==> src/hw/acs_params.svh <==
`ifndef ACS_PARAMS_SVH
`define ACS_PARAMS_SVH

// core clock and accepted recovery range
`define ACS_CORE_HZ      200000000
`define ACS_MIN_RATE_HZ  28000
`define ACS_MAX_RATE_HZ  103000
`define ACS_DEF_RATE_HZ  48000
`define ACS_DS_RATE_HZ   56000
`define ACS_PER_MAX      (`ACS_CORE_HZ / `ACS_MIN_RATE_HZ)
`define ACS_PER_MIN      ((`ACS_CORE_HZ + `ACS_MAX_RATE_HZ - 1) / `ACS_MAX_RATE_HZ)
`define ACS_RATE_RST     (`ACS_CORE_HZ / `ACS_DEF_RATE_HZ)
`define ACS_DS_PER       (`ACS_CORE_HZ / `ACS_DS_RATE_HZ)
`define ACS_PER_TOL      14'h0010
`define ACS_PER_W        14

// source indices
`define ACS_NSRC         6
`define ACS_SRC_WC       3'h0
`define ACS_SRC_ADAT1    3'h1
`define ACS_SRC_ADAT3    3'h3
`define ACS_SRC_ASYNC    3'h4
`define ACS_SRC_SPDIF    3'h5

// register byte offsets
`define ACS_REG_CTRL     8'h00
`define ACS_REG_RATE     8'h04
`define ACS_REG_STATUS   8'h08
`define ACS_REG_REFFREQ  8'h0C
`define ACS_REG_SPDFREQ  8'h10
`define ACS_REG_IRQSTAT  8'h14
`define ACS_REG_IRQMASK  8'h18

// control fields
`define ACS_CTRL_AUTO    0
`define ACS_CTRL_PREF_LO 1
`define ACS_CTRL_PREF_HI 3
`define ACS_CTRL_SPDIN   4
`define ACS_CTRL_SPDOUT  5
`define ACS_CTRL_EXPIN   6
`define ACS_CTRL_WCHALF  7
`define ACS_CTRL_RST     8'h00

// status fields
`define ACS_ST_SLAVE     12
`define ACS_ST_REF_LO    13
`define ACS_ST_REF_HI    15
`define ACS_ST_SMUX      16

// interrupt events
`define ACS_IRQ_W        3
`define ACS_IRQ_MODE     0
`define ACS_IRQ_REF      1
`define ACS_IRQ_LOST     2

`endif

==> src/hw/acs_pkg.sv <==
package acs_pkg;

  typedef enum logic [1:0] {
    ACS_NO_SIG,
    ACS_LOCK,
    ACS_SYNC
  } acs_lock_e;

  typedef logic [13:0] acs_per_t;

endpackage : acs_pkg

==> src/hw/acs_sync_source_selector.sv <==
`timescale 1ns/1ps
`include "acs_params.svh"

// Overview of operation
// - auto mode follows matching valid input as slave
// - master mode runs internal clock, ignores inputs
// - candidates: word clock, adat optical, sync, spdif
// - preferred valid input wins, else scan in turn
// - first valid input adopted; inputs received together
// - no valid candidate falls back to master
// - per input: no signal, lock or sync
// - report active reference and its frequency
// - report system clock master or slave
// - word clock follows rate, optionally halved at double speed
// - accept rates 28 to 103 kHz
// - double speed uses sample multiplexing on adat
// - spdif receiver input coaxial or optical
// - spdif out always coaxial, optionally optical
// - expansion setting selects first adat input
// - spdif input rate readable separately
module acs_sync_source_selector #(
  parameter int P_PER_MAX = `ACS_PER_MAX
) (
  input  wire logic        i_core_clk,
  input  wire logic        i_rst_n,
  input  wire logic        i_psel,
  input  wire logic        i_penable,
  input  wire logic        i_pwrite,
  input  wire logic [7:0]  i_paddr,
  input  wire logic [31:0] i_pwdata,
  output logic      [31:0] o_prdata,
  output logic             o_pready,
  output logic             o_pslverr,
  input  wire logic [5:0]  i_src_clk,
  input  wire logic        i_spdif_coax,
  input  wire logic        i_opt1_in,
  input  wire logic        i_adat1_opt,
  input  wire logic        i_internal_connector_input,
  input  wire logic        i_spdif_tx,
  input  wire logic        i_adat1_tx,
  output logic             o_spdif_rx_in,
  output logic             o_adat1_rx_in,
  output logic             o_spdif_coax,
  output logic             o_opt1_out,
  output logic             o_sample_clk,
  output logic             o_word_clk,
  output logic             o_slave,
  output logic             o_smux,
  output logic             o_irq
);

  localparam int NS = `ACS_NSRC;

  // ==========================================================
  // declarations
  logic [9:0]               sync1_ff;
  logic [9:0]               sync2_ff;
  logic [5:0]               src_d_ff;
  logic [5:0]               src_lvl;
  acs_pkg::acs_per_t        cnt_ff [NS];
  acs_pkg::acs_per_t        per_ff [NS];
  logic [NS-1:0]            valid_ff;
  logic [NS-1:0]            valid_d_ff;
  logic [NS-1:0]            elig;
  acs_pkg::acs_lock_e       lock_st [NS];
  logic [7:0]               ctrl_ff;
  acs_pkg::acs_per_t        rate_ff;
  acs_pkg::acs_per_t        sys_per;
  acs_pkg::acs_per_t        int_cnt_ff;
  logic                     int_clk_ff;
  logic                     smux;
  logic                     want_slave;
  logic [2:0]               want_sel;
  logic                     slave_ff;
  logic [2:0]               sel_ff;
  logic                     new_lvl;
  logic                     cur_lvl;
  logic                     do_switch;
  logic                     sclk_ff;
  logic                     sclk_d_ff;
  logic                     div_ff;
  logic                     wc_ff;
  logic                     wc_half;
  logic                     spdif_rx_ff;
  logic                     adat1_rx_ff;
  logic                     coax_ff;
  logic                     opt1_ff;
  logic [`ACS_IRQ_W-1:0]    irq_stat_ff;
  logic [`ACS_IRQ_W-1:0]    irq_mask_ff;
  logic [`ACS_IRQ_W-1:0]    irq_ev;
  logic [31:0]              prdata_ff;
  logic                     apb_wr;
  logic [2:0]               pref;

  // ==========================================================
  // helpers
  function automatic logic is_adat(input logic [2:0] idx);
    return (idx >= `ACS_SRC_ADAT1) && (idx <= `ACS_SRC_ADAT3);
  endfunction : is_adat

  // adat frames run at half rate while multiplexing
  function automatic acs_pkg::acs_per_t exp_per(
    input logic [2:0]        idx,
    input acs_pkg::acs_per_t base,
    input logic              mux
  );
    return (is_adat(idx) && mux) ? {base[12:0], 1'b0} : base;
  endfunction : exp_per

  function automatic logic per_match(
    input acs_pkg::acs_per_t a,
    input acs_pkg::acs_per_t b
  );
    return ((a > b) ? (a - b) : (b - a)) <= `ACS_PER_TOL;
  endfunction : per_match

  function automatic logic [2:0] wrap6(input logic [3:0] v);
    return (v >= 4'(NS)) ? 3'(v - 4'(NS)) : v[2:0];
  endfunction : wrap6

  function automatic logic mapped(input logic [7:0] a);
    return (a == `ACS_REG_CTRL)    || (a == `ACS_REG_RATE)    ||
           (a == `ACS_REG_STATUS)  || (a == `ACS_REG_REFFREQ) ||
           (a == `ACS_REG_SPDFREQ) || (a == `ACS_REG_IRQSTAT) ||
           (a == `ACS_REG_IRQMASK);
  endfunction : mapped

  // ==========================================================
  // pin synchronisers
  always_ff @(posedge i_core_clk or negedge i_rst_n) begin
    if (!i_rst_n) begin
      sync1_ff <= '0;
      sync2_ff <= '0;
      src_d_ff <= '0;
    end else begin
      sync1_ff <= {i_internal_connector_input, i_adat1_opt, i_opt1_in, i_spdif_coax, i_src_clk};
      sync2_ff <= sync1_ff;
      src_d_ff <= sync2_ff[5:0];
    end
  end

  assign src_lvl = sync2_ff[5:0];

  // ==========================================================
  // per-input rate measurement and lock state
  // all six inputs are measured in parallel, so a switch needs no new measurement
  for (genvar i = 0; i < NS; i++) begin : g_src
    always_ff @(posedge i_core_clk or negedge i_rst_n) begin
      if (!i_rst_n) begin
        cnt_ff[i]   <= '0;
        per_ff[i]   <= '0;
        valid_ff[i] <= 1'b0;
      end else if (src_lvl[i] && !src_d_ff[i]) begin
        cnt_ff[i]   <= 14'h0001;
        per_ff[i]   <= cnt_ff[i];
        valid_ff[i] <= (cnt_ff[i] >= 14'(`ACS_PER_MIN)) &&
                       (cnt_ff[i] <= 14'(P_PER_MAX)) &&
                       per_match(cnt_ff[i], per_ff[i]);
      end else if (cnt_ff[i] > 14'(P_PER_MAX)) begin
        // input stalled: drop lock without waiting for an edge
        valid_ff[i] <= 1'b0;
      end else begin
        cnt_ff[i] <= cnt_ff[i] + 14'h0001;
      end
    end

    always_comb begin
      elig[i] = valid_ff[i] &&
                per_match(per_ff[i], exp_per(3'(i), rate_ff, smux));
      if (!valid_ff[i]) begin
        lock_st[i] = acs_pkg::ACS_NO_SIG;
      end else if (per_match(per_ff[i], exp_per(3'(i), sys_per, smux))) begin
        lock_st[i] = acs_pkg::ACS_SYNC;
      end else begin
        lock_st[i] = acs_pkg::ACS_LOCK;
      end
    end
  end

  // ==========================================================
  // internal oscillator
  always_ff @(posedge i_core_clk or negedge i_rst_n) begin
    if (!i_rst_n) begin
      int_cnt_ff <= '0;
      int_clk_ff <= 1'b0;
    end else begin
      if (int_cnt_ff >= rate_ff - 14'h0001) begin
        int_cnt_ff <= '0;
      end else begin
        int_cnt_ff <= int_cnt_ff + 14'h0001;
      end
      int_clk_ff <= (int_cnt_ff < {1'b0, rate_ff[13:1]});
    end
  end

  assign smux    = (rate_ff < 14'(`ACS_DS_PER));
  assign sys_per = !slave_ff ? rate_ff :
                   (is_adat(sel_ff) && smux) ? {1'b0, per_ff[sel_ff][13:1]} :
                   per_ff[sel_ff];

  // ==========================================================
  // reference selection
  assign pref = ctrl_ff[`ACS_CTRL_PREF_HI:`ACS_CTRL_PREF_LO];

  always_comb begin
    logic [2:0] idx;
    idx        = pref;
    want_slave = 1'b0;
    want_sel   = sel_ff;
    // scan starts at the preferred input and wraps round
    for (int k = 0; k < NS; k++) begin
      idx = wrap6({1'b0, pref} + 4'(k));
      if (!want_slave && elig[idx]) begin
        want_slave = 1'b1;
        want_sel   = idx;
      end
    end
    if (!ctrl_ff[`ACS_CTRL_AUTO]) begin
      want_slave = 1'b0;
      want_sel   = sel_ff;
    end
  end

  // ==========================================================
  // glitch-free clock switch
  // the change is taken only while both the sample clock output and the new clock are low,
  // so the output never shows a shortened high phase
  assign new_lvl   = want_slave ? src_lvl[want_sel] : int_clk_ff;
  assign cur_lvl   = slave_ff ? src_lvl[sel_ff] : int_clk_ff;
  assign do_switch = ((want_slave != slave_ff) || (want_sel != sel_ff)) &&
                     !sclk_ff && !new_lvl;

  always_ff @(posedge i_core_clk or negedge i_rst_n) begin
    if (!i_rst_n) begin
      slave_ff <= 1'b0;
      sel_ff   <= `ACS_SRC_WC;
      sclk_ff  <= 1'b0;
    end else if (do_switch) begin
      slave_ff <= want_slave;
      sel_ff   <= want_sel;
      sclk_ff  <= 1'b0;
    end else begin
      sclk_ff  <= cur_lvl;
    end
  end

  // ==========================================================
  // word clock output
  assign wc_half = ctrl_ff[`ACS_CTRL_WCHALF] && smux;

  always_ff @(posedge i_core_clk or negedge i_rst_n) begin
    if (!i_rst_n) begin
      sclk_d_ff <= 1'b0;
      div_ff    <= 1'b0;
      wc_ff     <= 1'b0;
    end else begin
      sclk_d_ff <= sclk_ff;
      if (sclk_ff && !sclk_d_ff) begin
        div_ff <= !div_ff;
      end
      wc_ff <= wc_half ? div_ff : sclk_ff;
    end
  end

  // ==========================================================
  // signal routing
  always_ff @(posedge i_core_clk or negedge i_rst_n) begin
    if (!i_rst_n) begin
      spdif_rx_ff <= 1'b0;
      adat1_rx_ff <= 1'b0;
      coax_ff     <= 1'b0;
      opt1_ff     <= 1'b0;
    end else begin
      spdif_rx_ff <= ctrl_ff[`ACS_CTRL_SPDIN] ? sync2_ff[7] : sync2_ff[6];
      adat1_rx_ff <= ctrl_ff[`ACS_CTRL_EXPIN] ? sync2_ff[9] : sync2_ff[8];
      coax_ff     <= i_spdif_tx;
      opt1_ff     <= ctrl_ff[`ACS_CTRL_SPDOUT] ? i_spdif_tx : i_adat1_tx;
    end
  end

  // ==========================================================
  // interrupt events
  assign irq_ev[`ACS_IRQ_MODE] = do_switch && (want_slave != slave_ff);
  assign irq_ev[`ACS_IRQ_REF]  = do_switch && (want_sel != sel_ff);
  assign irq_ev[`ACS_IRQ_LOST] = |(valid_d_ff & ~valid_ff);

  always_ff @(posedge i_core_clk or negedge i_rst_n) begin
    if (!i_rst_n) begin
      valid_d_ff  <= '0;
      irq_stat_ff <= '0;
    end else begin
      valid_d_ff <= valid_ff;
      // a new event wins over a simultaneous clear
      if (apb_wr && (i_paddr == `ACS_REG_IRQSTAT)) begin
        irq_stat_ff <= (irq_stat_ff & ~i_pwdata[`ACS_IRQ_W-1:0]) | irq_ev;
      end else begin
        irq_stat_ff <= irq_stat_ff | irq_ev;
      end
    end
  end

  // ==========================================================
  // apb slave: zero wait states, read data latched in setup phase
  assign apb_wr = i_psel && i_penable && i_pwrite;

  always_ff @(posedge i_core_clk or negedge i_rst_n) begin
    if (!i_rst_n) begin
      ctrl_ff     <= `ACS_CTRL_RST;
      rate_ff     <= 14'(`ACS_RATE_RST);
      irq_mask_ff <= '0;
    end else if (apb_wr) begin
      unique case (i_paddr)
        `ACS_REG_CTRL: begin
          ctrl_ff <= i_pwdata[7:0];
          // out-of-range preference keeps the old choice
          if (i_pwdata[`ACS_CTRL_PREF_HI:`ACS_CTRL_PREF_LO] > `ACS_SRC_SPDIF) begin
            ctrl_ff[`ACS_CTRL_PREF_HI:`ACS_CTRL_PREF_LO] <= pref;
          end
        end
        `ACS_REG_RATE: begin
          if (i_pwdata[13:0] >= 14'h0002) begin
            rate_ff <= i_pwdata[13:0];
          end
        end
        `ACS_REG_IRQMASK: irq_mask_ff <= i_pwdata[`ACS_IRQ_W-1:0];
        default: ;
      endcase
    end
  end

  always_ff @(posedge i_core_clk or negedge i_rst_n) begin
    if (!i_rst_n) begin
      prdata_ff <= '0;
    end else if (i_psel && !i_penable) begin
      prdata_ff <= '0;
      unique case (i_paddr)
        `ACS_REG_CTRL:    prdata_ff[7:0]  <= ctrl_ff;
        `ACS_REG_RATE:    prdata_ff[13:0] <= rate_ff;
        `ACS_REG_STATUS: begin
          for (int i = 0; i < NS; i++) begin
            prdata_ff[2*i +: 2] <= lock_st[i];
          end
          prdata_ff[`ACS_ST_SLAVE]                   <= slave_ff;
          prdata_ff[`ACS_ST_REF_HI:`ACS_ST_REF_LO]   <= sel_ff;
          prdata_ff[`ACS_ST_SMUX]                    <= smux;
        end
        `ACS_REG_REFFREQ: prdata_ff[13:0] <= per_ff[sel_ff];
        `ACS_REG_SPDFREQ: prdata_ff[13:0] <= per_ff[5];
        `ACS_REG_IRQSTAT: prdata_ff[`ACS_IRQ_W-1:0] <= irq_stat_ff;
        `ACS_REG_IRQMASK: prdata_ff[`ACS_IRQ_W-1:0] <= irq_mask_ff;
        default: ;
      endcase
    end
  end

  // ==========================================================
  // outputs
  assign o_prdata      = prdata_ff;
  assign o_pready      = 1'b1;
  assign o_pslverr     = i_psel && i_penable && !mapped(i_paddr);
  assign o_spdif_rx_in = spdif_rx_ff;
  assign o_adat1_rx_in = adat1_rx_ff;
  assign o_spdif_coax  = coax_ff;
  assign o_opt1_out    = opt1_ff;
  assign o_sample_clk  = sclk_ff;
  assign o_word_clk    = wc_ff;
  assign o_slave       = slave_ff;
  assign o_smux        = smux;
  assign o_irq         = |(irq_stat_ff & irq_mask_ff);
endmodule : acs_sync_source_selector

==> config.mk <==
export PLATFORM = sky130hd
export DESIGN_NAME = acs_sync_source_selector
export DESIGN_NICKNAME = d
export VERILOG_FILES = /design/src/hw/acs_pkg.sv /design/src/hw/acs_sync_source_selector.sv
export VERILOG_INCLUDE_DIRS = /design/src /design/src/hw
export SDC_FILE = /design/constraint.sdc
export NUM_CORES = 2
export LEC_CHECK = 0
export CORE_UTILIZATION = 55
export DETAILED_ROUTE_END_ITERATION = 6
export DONT_BUFFER_PORTS = 1
export PLACE_DENSITY_LB_ADDON = 0.3
export SKIP_CTS_REPAIR_TIMING = 1
export SYNTH_ARGS = -nofsm -noshare
export SYNTH_HDL_FRONTEND = slang
export SYNTH_SLANG_ARGS = --single-unit
==> constraint.sdc <==
create_clock -name i_core_clk -period 9.5 [get_ports i_core_clk]
set_input_delay 0.95 -clock i_core_clk [delete_from_list [all_inputs] [get_ports i_core_clk]]
set_output_delay 0.95 -clock i_core_clk [all_outputs]
set_load 0.02 [all_outputs]
==> Word-level counts from Yosys, hierarchy flattened <==
Index checks and enable logic that the tools add are counted.
{ "op_classes": {"n_addsub": 55, "n_lt_le_gt_ge": 76, "n_eq_ne": 14, "muxes": 110, "bitwise_logic": 9, "reduce_logical": 79} }
{ "ops": {"columns": ["operator", "n"], "rows": [
  ["14-bit two-way mux", 37],
  ["14-bit subtractor", 36],
  ["14-bit greater-than comparator", 18],
  ["14-bit by 5-bit less-or-equal comparator with 1-bit output, second input constant", 18],
  ["14-bit by 1-bit adder with 14-bit output, second input constant", 7],
  ["14-bit by 11-bit >= comparator with 1-bit output, second input constant", 6],
  ["14-bit by 13-bit greater-than comparator with 1-bit output, second input constant", 6],
  ["14-bit by 13-bit less-or-equal comparator with 1-bit output, second input constant", 6],
  ["3-bit two-way mux", 15],
  ["14-bit binary-select mux with 3-bit select", 1],
  ["1-bit logical AND", 42],
  ["1-bit two-way mux", 34],
  ["3-bit by 4-bit < comparator with 1-bit output, second input constant", 8],
  ["5-bit case mux with 5 select lines", 1],
  ["1-bit binary-select mux with 3-bit select", 8],
  ["8-bit by 5-bit equality test with 1-bit output, second input constant", 3],
  ["2-bit two-way mux", 12],
  ["6-bit case mux with 4 select lines", 1],
  ["3-bit case mux with 7 select lines", 1],
  ["4-bit by 3-bit >= comparator with 1-bit output, second input constant", 5],
  ["3-bit subtractor, second input constant", 6],
  ["1-bit logical NOT", 17],
  ["8-bit by 4-bit equality test with 1-bit output, second input constant", 2],
  ["14-bit >= comparator", 1],
  ["other kinds (30)", 52]
]} }
{ "totals": {"register_bits": 278, "in_bits": 57, "output_inout_bits": 43, "wordCells": 383} }

==> Logic depth before layout (Yosys ltp) <==
{ "logic_depth": {"word_depth": 33, "depth_mapped": 34, "ltp_nobuf": 30} }

==> Least setup slack after synthesis <==
No wires, ideal clock.
{ "synth_timing": {"kind": "register -> register", "start": "reg rate_ff[2]", "end": "reg sel_ff[1]", "setup_time_ns": 0.128, "arrival_time_ns": 7.643, "required_ns": 9.372, "slack_ns": 1.729, "stages_incl_launch_ff": 27, "path_buffers": 2, "synth_period_minus_slack_ns": 7.771, "cell_sequence": "dfstp_2 clkbuf_1 nor3_1 o31ai_1 inv_1 clkbuf_1 a21o_1 ha_1 nor2b_1 o31a_1 o31ai_1 a31oi_1 a21oi_2 mux2i_1 xnor2_1 or4b_1 nor4_4 mux2_2 a221oi_1 nand2b_1 a211oi_2 a21oi_1 or3_1 a211o_1 a21o_1 nand4_2 mux2_1"} }
{ "synth_between": {"elab_chain_cells": 30, "elab_cells_between_ends": 83, "cone_classes": "add/sub: 12; order compare: 13; eq/ne: 2; mux: 36; reduce/logical: 20"} }
{ "synth_lines": {"columns": ["item", "line", "text"], "rows": [
  ["start, declared", "acs_sync_source_selector.sv:67", "acs_pkg::acs_per_t rate_ff;"],
  ["start signal, assigned", "acs_sync_source_selector.sv:309", "rate_ff <= 14'(`ACS_RATE_RST);"],
  ["start signal, assigned", "acs_sync_source_selector.sv:322", "rate_ff <= i_pwdata[13:0];"],
  ["14-bit by 12-bit < comparator with 1-bit output *", "acs_sync_source_selector.sv:196", "assign smux = (rate_ff < 14'(`ACS_DS_PER));"],
  ["via o_smux", "acs_sync_source_selector.sv:48", "output logic o_smux,"],
  ["14-bit two-way mux *", "acs_sync_source_selector.sv:107", "return (is_adat(idx) && mux) ? {base[12:0], 1'b0} : base;"],
  ["14-bit subtractor / 14-bit greater-than comparator (equally long branches)", "acs_sync_source_selector.sv:114", "return ((a > b) ? (a - b) : (b - a)) <= `ACS_PER_TOL;"],
  ["14-bit two-way mux", "acs_sync_source_selector.sv:114", null],
  ["14-bit by 5-bit less-or-equal comparator with 1-bit output (no source line)", null, null],
  ["1-bit logical AND", "acs_sync_source_selector.sv:168", "elig[i] = valid_ff[i] &&"],
  ["1-bit binary-select mux with 3-bit select", "acs_sync_source_selector.sv:213", "if (!want_slave && elig[idx]) begin"],
  ["[... 15 more ...]", null, null],
  ["1-bit logical AND", "acs_sync_source_selector.sv:213", null],
  ["3-bit two-way mux", "acs_sync_source_selector.sv:213", null],
  ["3-bit two-way mux", "acs_sync_source_selector.sv:218", "if (!ctrl_ff[`ACS_CTRL_AUTO]) begin"],
  ["1-bit binary-select mux with 3-bit select", "acs_sync_source_selector.sv:228", "assign new_lvl = want_slave ? src_lvl[want_sel] : int_clk_ff;"],
  ["1-bit two-way mux (implied by the code)", "acs_sync_source_selector.sv:228", null],
  ["1-bit two-way mux", "acs_sync_source_selector.sv:228", null],
  ["1-bit logical NOT", "acs_sync_source_selector.sv:231", "!sclk_ff && !new_lvl;"],
  ["1-bit logical AND", "acs_sync_source_selector.sv:231", null],
  ["end signal, assigned", "acs_sync_source_selector.sv:236", "sel_ff <= `ACS_SRC_WC;"],
  ["end signal, assigned", "acs_sync_source_selector.sv:240", "sel_ff <= want_sel;"],
  ["end, declared", "acs_sync_source_selector.sv:75", "logic [2:0] sel_ff;"]
]} }
Mark *: on every way through the listed nets, which the timed path passes. The rest lies on a longest branch. The select of a mux whose other input is x is not followed.
A chain may end at the register's enable or synchronous reset.

==> Worst setup path in the final report <==
{ "layout_timing": {"start": "reg rate_ff[9]", "end": "reg sel_ff[1]"} }
{ "layout_between": {"elab_chain_cells": 30, "elab_cells_between_ends": 83, "cone_classes": "add/sub: 12; order compare: 13; eq/ne: 2; mux: 36; reduce/logical: 20"} }
{ "layout_lines": {"columns": ["item", "line"], "rows": [
  ["14-bit by 12-bit < comparator with 1-bit output", "acs_sync_source_selector.sv:196"],
  ["14-bit two-way mux", "acs_sync_source_selector.sv:107"],
  ["14-bit subtractor / 14-bit greater-than comparator (equally long branches)", "acs_sync_source_selector.sv:114"],
  ["14-bit two-way mux", "acs_sync_source_selector.sv:114"],
  ["14-bit by 5-bit less-or-equal comparator with 1-bit output (no source line)", null],
  ["1-bit logical AND", "acs_sync_source_selector.sv:168"],
  ["1-bit binary-select mux with 3-bit select", "acs_sync_source_selector.sv:213"],
  ["1-bit two-way mux (implied by the code)", "acs_sync_source_selector.sv:213"],
  ["[... 14 more ...]", null],
  ["1-bit logical AND", "acs_sync_source_selector.sv:213"],
  ["3-bit two-way mux", "acs_sync_source_selector.sv:213"],
  ["3-bit two-way mux", "acs_sync_source_selector.sv:218"],
  ["1-bit binary-select mux with 3-bit select", "acs_sync_source_selector.sv:228"],
  ["1-bit two-way mux (implied by the code)", "acs_sync_source_selector.sv:228"],
  ["1-bit two-way mux", "acs_sync_source_selector.sv:228"],
  ["1-bit logical NOT", "acs_sync_source_selector.sv:231"],
  ["1-bit logical AND", "acs_sync_source_selector.sv:231"]
]} }
Parallel ways exist; a longest one is shown, timed or not. The select of a mux whose other input is x is not followed.

==> summary.txt <==
Critical path
  – CP Launch Type: register
  – Top Family by Delay on Critical Path: compound AO/OA/AOI/OAI gates
  – Slowest-stage cell, CP: dfrtp_1
  – Setup crit start: rate_ff[9]$_DFFE_PN0P_
  – Cell count of the worst reg-to-reg path: 26
  – Worst EP required: 9.96 ns
  – Critical R2R Launch: rate_ff[9]$_DFFE_PN0P_
  – Crit. path cell count: 26
  – Setup crit end kind: register
  – Crit path arrival time: 9.12 ns
  – Crit path kind: register to register
  – Crit Path Max Fanout: 11
  – R2R Setup Slk: 0.84 ns
  – Worst Path Buf+Inv: 2
  – CP Capture Point: sel_ff[1]$_DFFE_PN0N_
  – Crit-path max cell delay: 0.69 ns
  – FF-to-FF End: sel_ff[1]$_DFFE_PN0N_

STA
  – Clock Skew: 0.0249 ns
  – Final period utilization: 0.911
  – Final slew viol count: 0
  – Final setup vio count: 0
  – RSZ-0062 raised after global routing: false
  – Fin. Hold Viols: 0
  – FMAX: 116 MHz
  – Slew @ Worst Pin: 1.22 ns
  – Hold WS: 0.0846 ns
  – Setup tns final: 0 ns
  – Slew HR: 0.179
  – Min cycle time layout: 8.66 ns

Final layout
  – Util after Layout: 0.593
  – Layout overhead on the synthesized area: 6.32%
  – Nets: 4843
  – Share of cells above drive strength 1: 0.0658
  – # fillers: 5846

CTS
  – Clk_lat worst skew: 0.58 ns
  – Worst-path clk slew: 0.06 ns
  – Clk buf depth: 3
  – CTS buffer count: 36
  – Clock sink count: 278
  – CTS tree: built
  – Clock root cell: clkbuf_16
  – H-tree Lvls: 2

Placement
  – RePlAce Congestion: 1.03
  – PortBufs: 0
  – HPWL after DPL: 97.4 mm

Die
  – Ports: 100
  – Die X: 255 um
  – Initial Util: 0.558
  – Die H: 255 um
  – Die area: 65000 sq um
  – CORE AREA: 63100 sq um
  – Row cnt: 92

Synth
  – Post-synth top area share: 0.195
  – Synth unique cells: 106
  – Synth top area cells: dfrtp_1 19%, ha_1 19%, mux2i_1 4.7%, xnor2_1 4.5%, o21ai_0 4.1%
  – Asr flop ratio synth: 1.00
  – YS warnings: 0
  – Leading area contributor after synthesis: dfrtp_1
  – Seq/Total Area, Yosys: 0.198
  – Syn avg cell area: 8.18 sq um
  – Mapped Area: 35200 sq um
  – Synth Register Bits: 278
  – Top_reg_cell synth: dfrtp_1
  – Synth Instances: 4303
  – Post-synth EDFFs: 0

Global route
  – Initial antenna violation count: 2
  – Largest net degree at the start of global routing: 279
  – Vias in the first global route: 31069
  – Global-route wire length before repair: 187 mm
  – Total GRT Usage: 0.375
  – GRT overflow: 0

Detailed routing
  – Initial DRT Pass Iterations: 7
  – Starting DRT DRC Count: 3198
  – Via count: 33445
  – Total wire length: 124 mm
  – DR WL/cell: 24.2 um
  – Post-route antenna net violation count: 0
  – Vias/cell: 6.52
  – DRC errors left: 0

Status
  – Status: completed

Pwr
  – Leak: 17.5 nW
  – Pwr Density: 262 nW/um^2
  – Tot Pwr: 0.00979 W
  – Peak VDD IR: 0.207 mV

Worst hold path
  – Hold crit path type: input pin to async pin

Flow run
  – Max cap viols: 0
## stage by stage
step / worst slack, ns / cells / area (sq um)
detailed placement: 1.04 / 5065 / 36100
global route: 0.322 / 5130 / 37400
global placement: 1.12 / 5065 / 36100
finish: 0.842 / 5133 / 37400
CTS: 1.03 / 5130 / 37400
floorplan: 1.73 / 4317 / 35200
## worst min-delay path by stage
stage / startpoint / cells past startpoint / end / slack [ns]
after detailed placement: sync1_ff[0]$_DFF_PN0_ / 0 / sync2_ff[0]$_DFF_PN0_ / 0.33
after global routing: i_rst_n / 0 / cnt_ff[16]$_DFFE_PN0P_ / 0.08
after global placement: sync1_ff[8]$_DFF_PN0_ / 0 / sync2_ff[8]$_DFF_PN0_ / 0.33
after floorplan: sync1_ff[0]$_DFF_PN0_ / 0 / sync2_ff[0]$_DFF_PN0_ / 0.33
after CTS: i_rst_n / 0 / valid_ff[4]$_DFFE_PN0P_ / 0.07
final: i_rst_n / 0 / cnt_ff[14]$_DFFE_PN0P_ / 0.08
## layout by cell type (no fill, tap or decap), types with 64 or more instances in the layout
| master | instances |
|---|---|
| nand2_1 | 310 |
| a21oi_1 | 273 |
| nand4_1 | 95 |
| nor3_1 | 75 |
| nor2_1 | 265 |
| dfrtp_1 | 273 |
| xnor2_1 | 182 |
| xor2_1 | 74 |
| mux2i_1 | 166 |
| o21ai_0 | 291 |
| a21o_1 | 187 |
| inv_1 | 319 |
| ha_1 | 529 |
| nor2b_1 | 73 |
| buf_4 | 64 |
| nand3_1 | 120 |
## state kept, by name, indices dropped and copies added, names as in the netlist, 3 cells and up
signal	cells
sync1_ff	10
ctrl_ff	8
rate_ff	14
sync2_ff	10
per_ff	84
valid_ff	6
valid_d_ff	6
sel_ff	3
irq_mask_ff	3
irq_stat_ff	3
cnt_ff	84
o_prdata	17
int_cnt_ff	14
src_d_ff	6
## synthesized netlist by cell type (52+ instances only)
master,count
dfrtp_1,274
nand3_1,120
nand2b_1,52
xnor2_1,182
clkbuf_1,119
inv_1,319
ha_1,529
a211oi_1,58
mux2_2,55
o21ai_0,291
nor2b_1,77
nand2_1,310
nor3_1,76
a21oi_1,273
xor2_1,74
nand4_1,95
mux2i_1,166
nor2_1,265
a21o_1,187
## report_power, final
| group | total [W] | internal [W] | switching (W) |
|---|---|---|---|
| clock network | 0.00149 | 0.000902 | 0.000587 |
| logic | 0.00681 | 0.00307 | 0.00374 |
| registers | 0.00149 | 0.00127 | 0.000215 |
## area by class of cell
type,instances,area (sq um),share of cell area
tap,846,1060,0.0283
multi-input combinational,3557,26400,0.706
sequential,278,6960,0.186
inverter,320,1200,0.0321
antenna,3,7.51,0.000201
timing repair buffer,64,480,0.0128
clock buffer,46,1020,0.0272
clock inverter,19,268,0.00716
## cells by family after synthesis
family                   after synthesis  synth area share
adder cells (fa/ha/maj)              529             0.188
buffers and inverters                482            0.0544
flip-flops                           278             0.198
other                                  2          0.000213
AO/OA/AOI/OAI                       1281             0.242
AND/OR/NAND/NOR                     1238             0.179
XOR/XNOR                             256            0.0637
multiplexers                         237            0.0744
## layer usage
layer | up-vias | share of wire | track usage
met5 | - | 0.00011 | 0
met4 | 2 | 0.076 | 0.246
met3 | 465 | 0.087 | 0.0777
met2 | 1587 | 0.43 | 0.584
met1 | 15799 | 0.40 | 0.470
li1 | 15592 | - | -
Note: power is estimated with default switching activity, not from simulation.
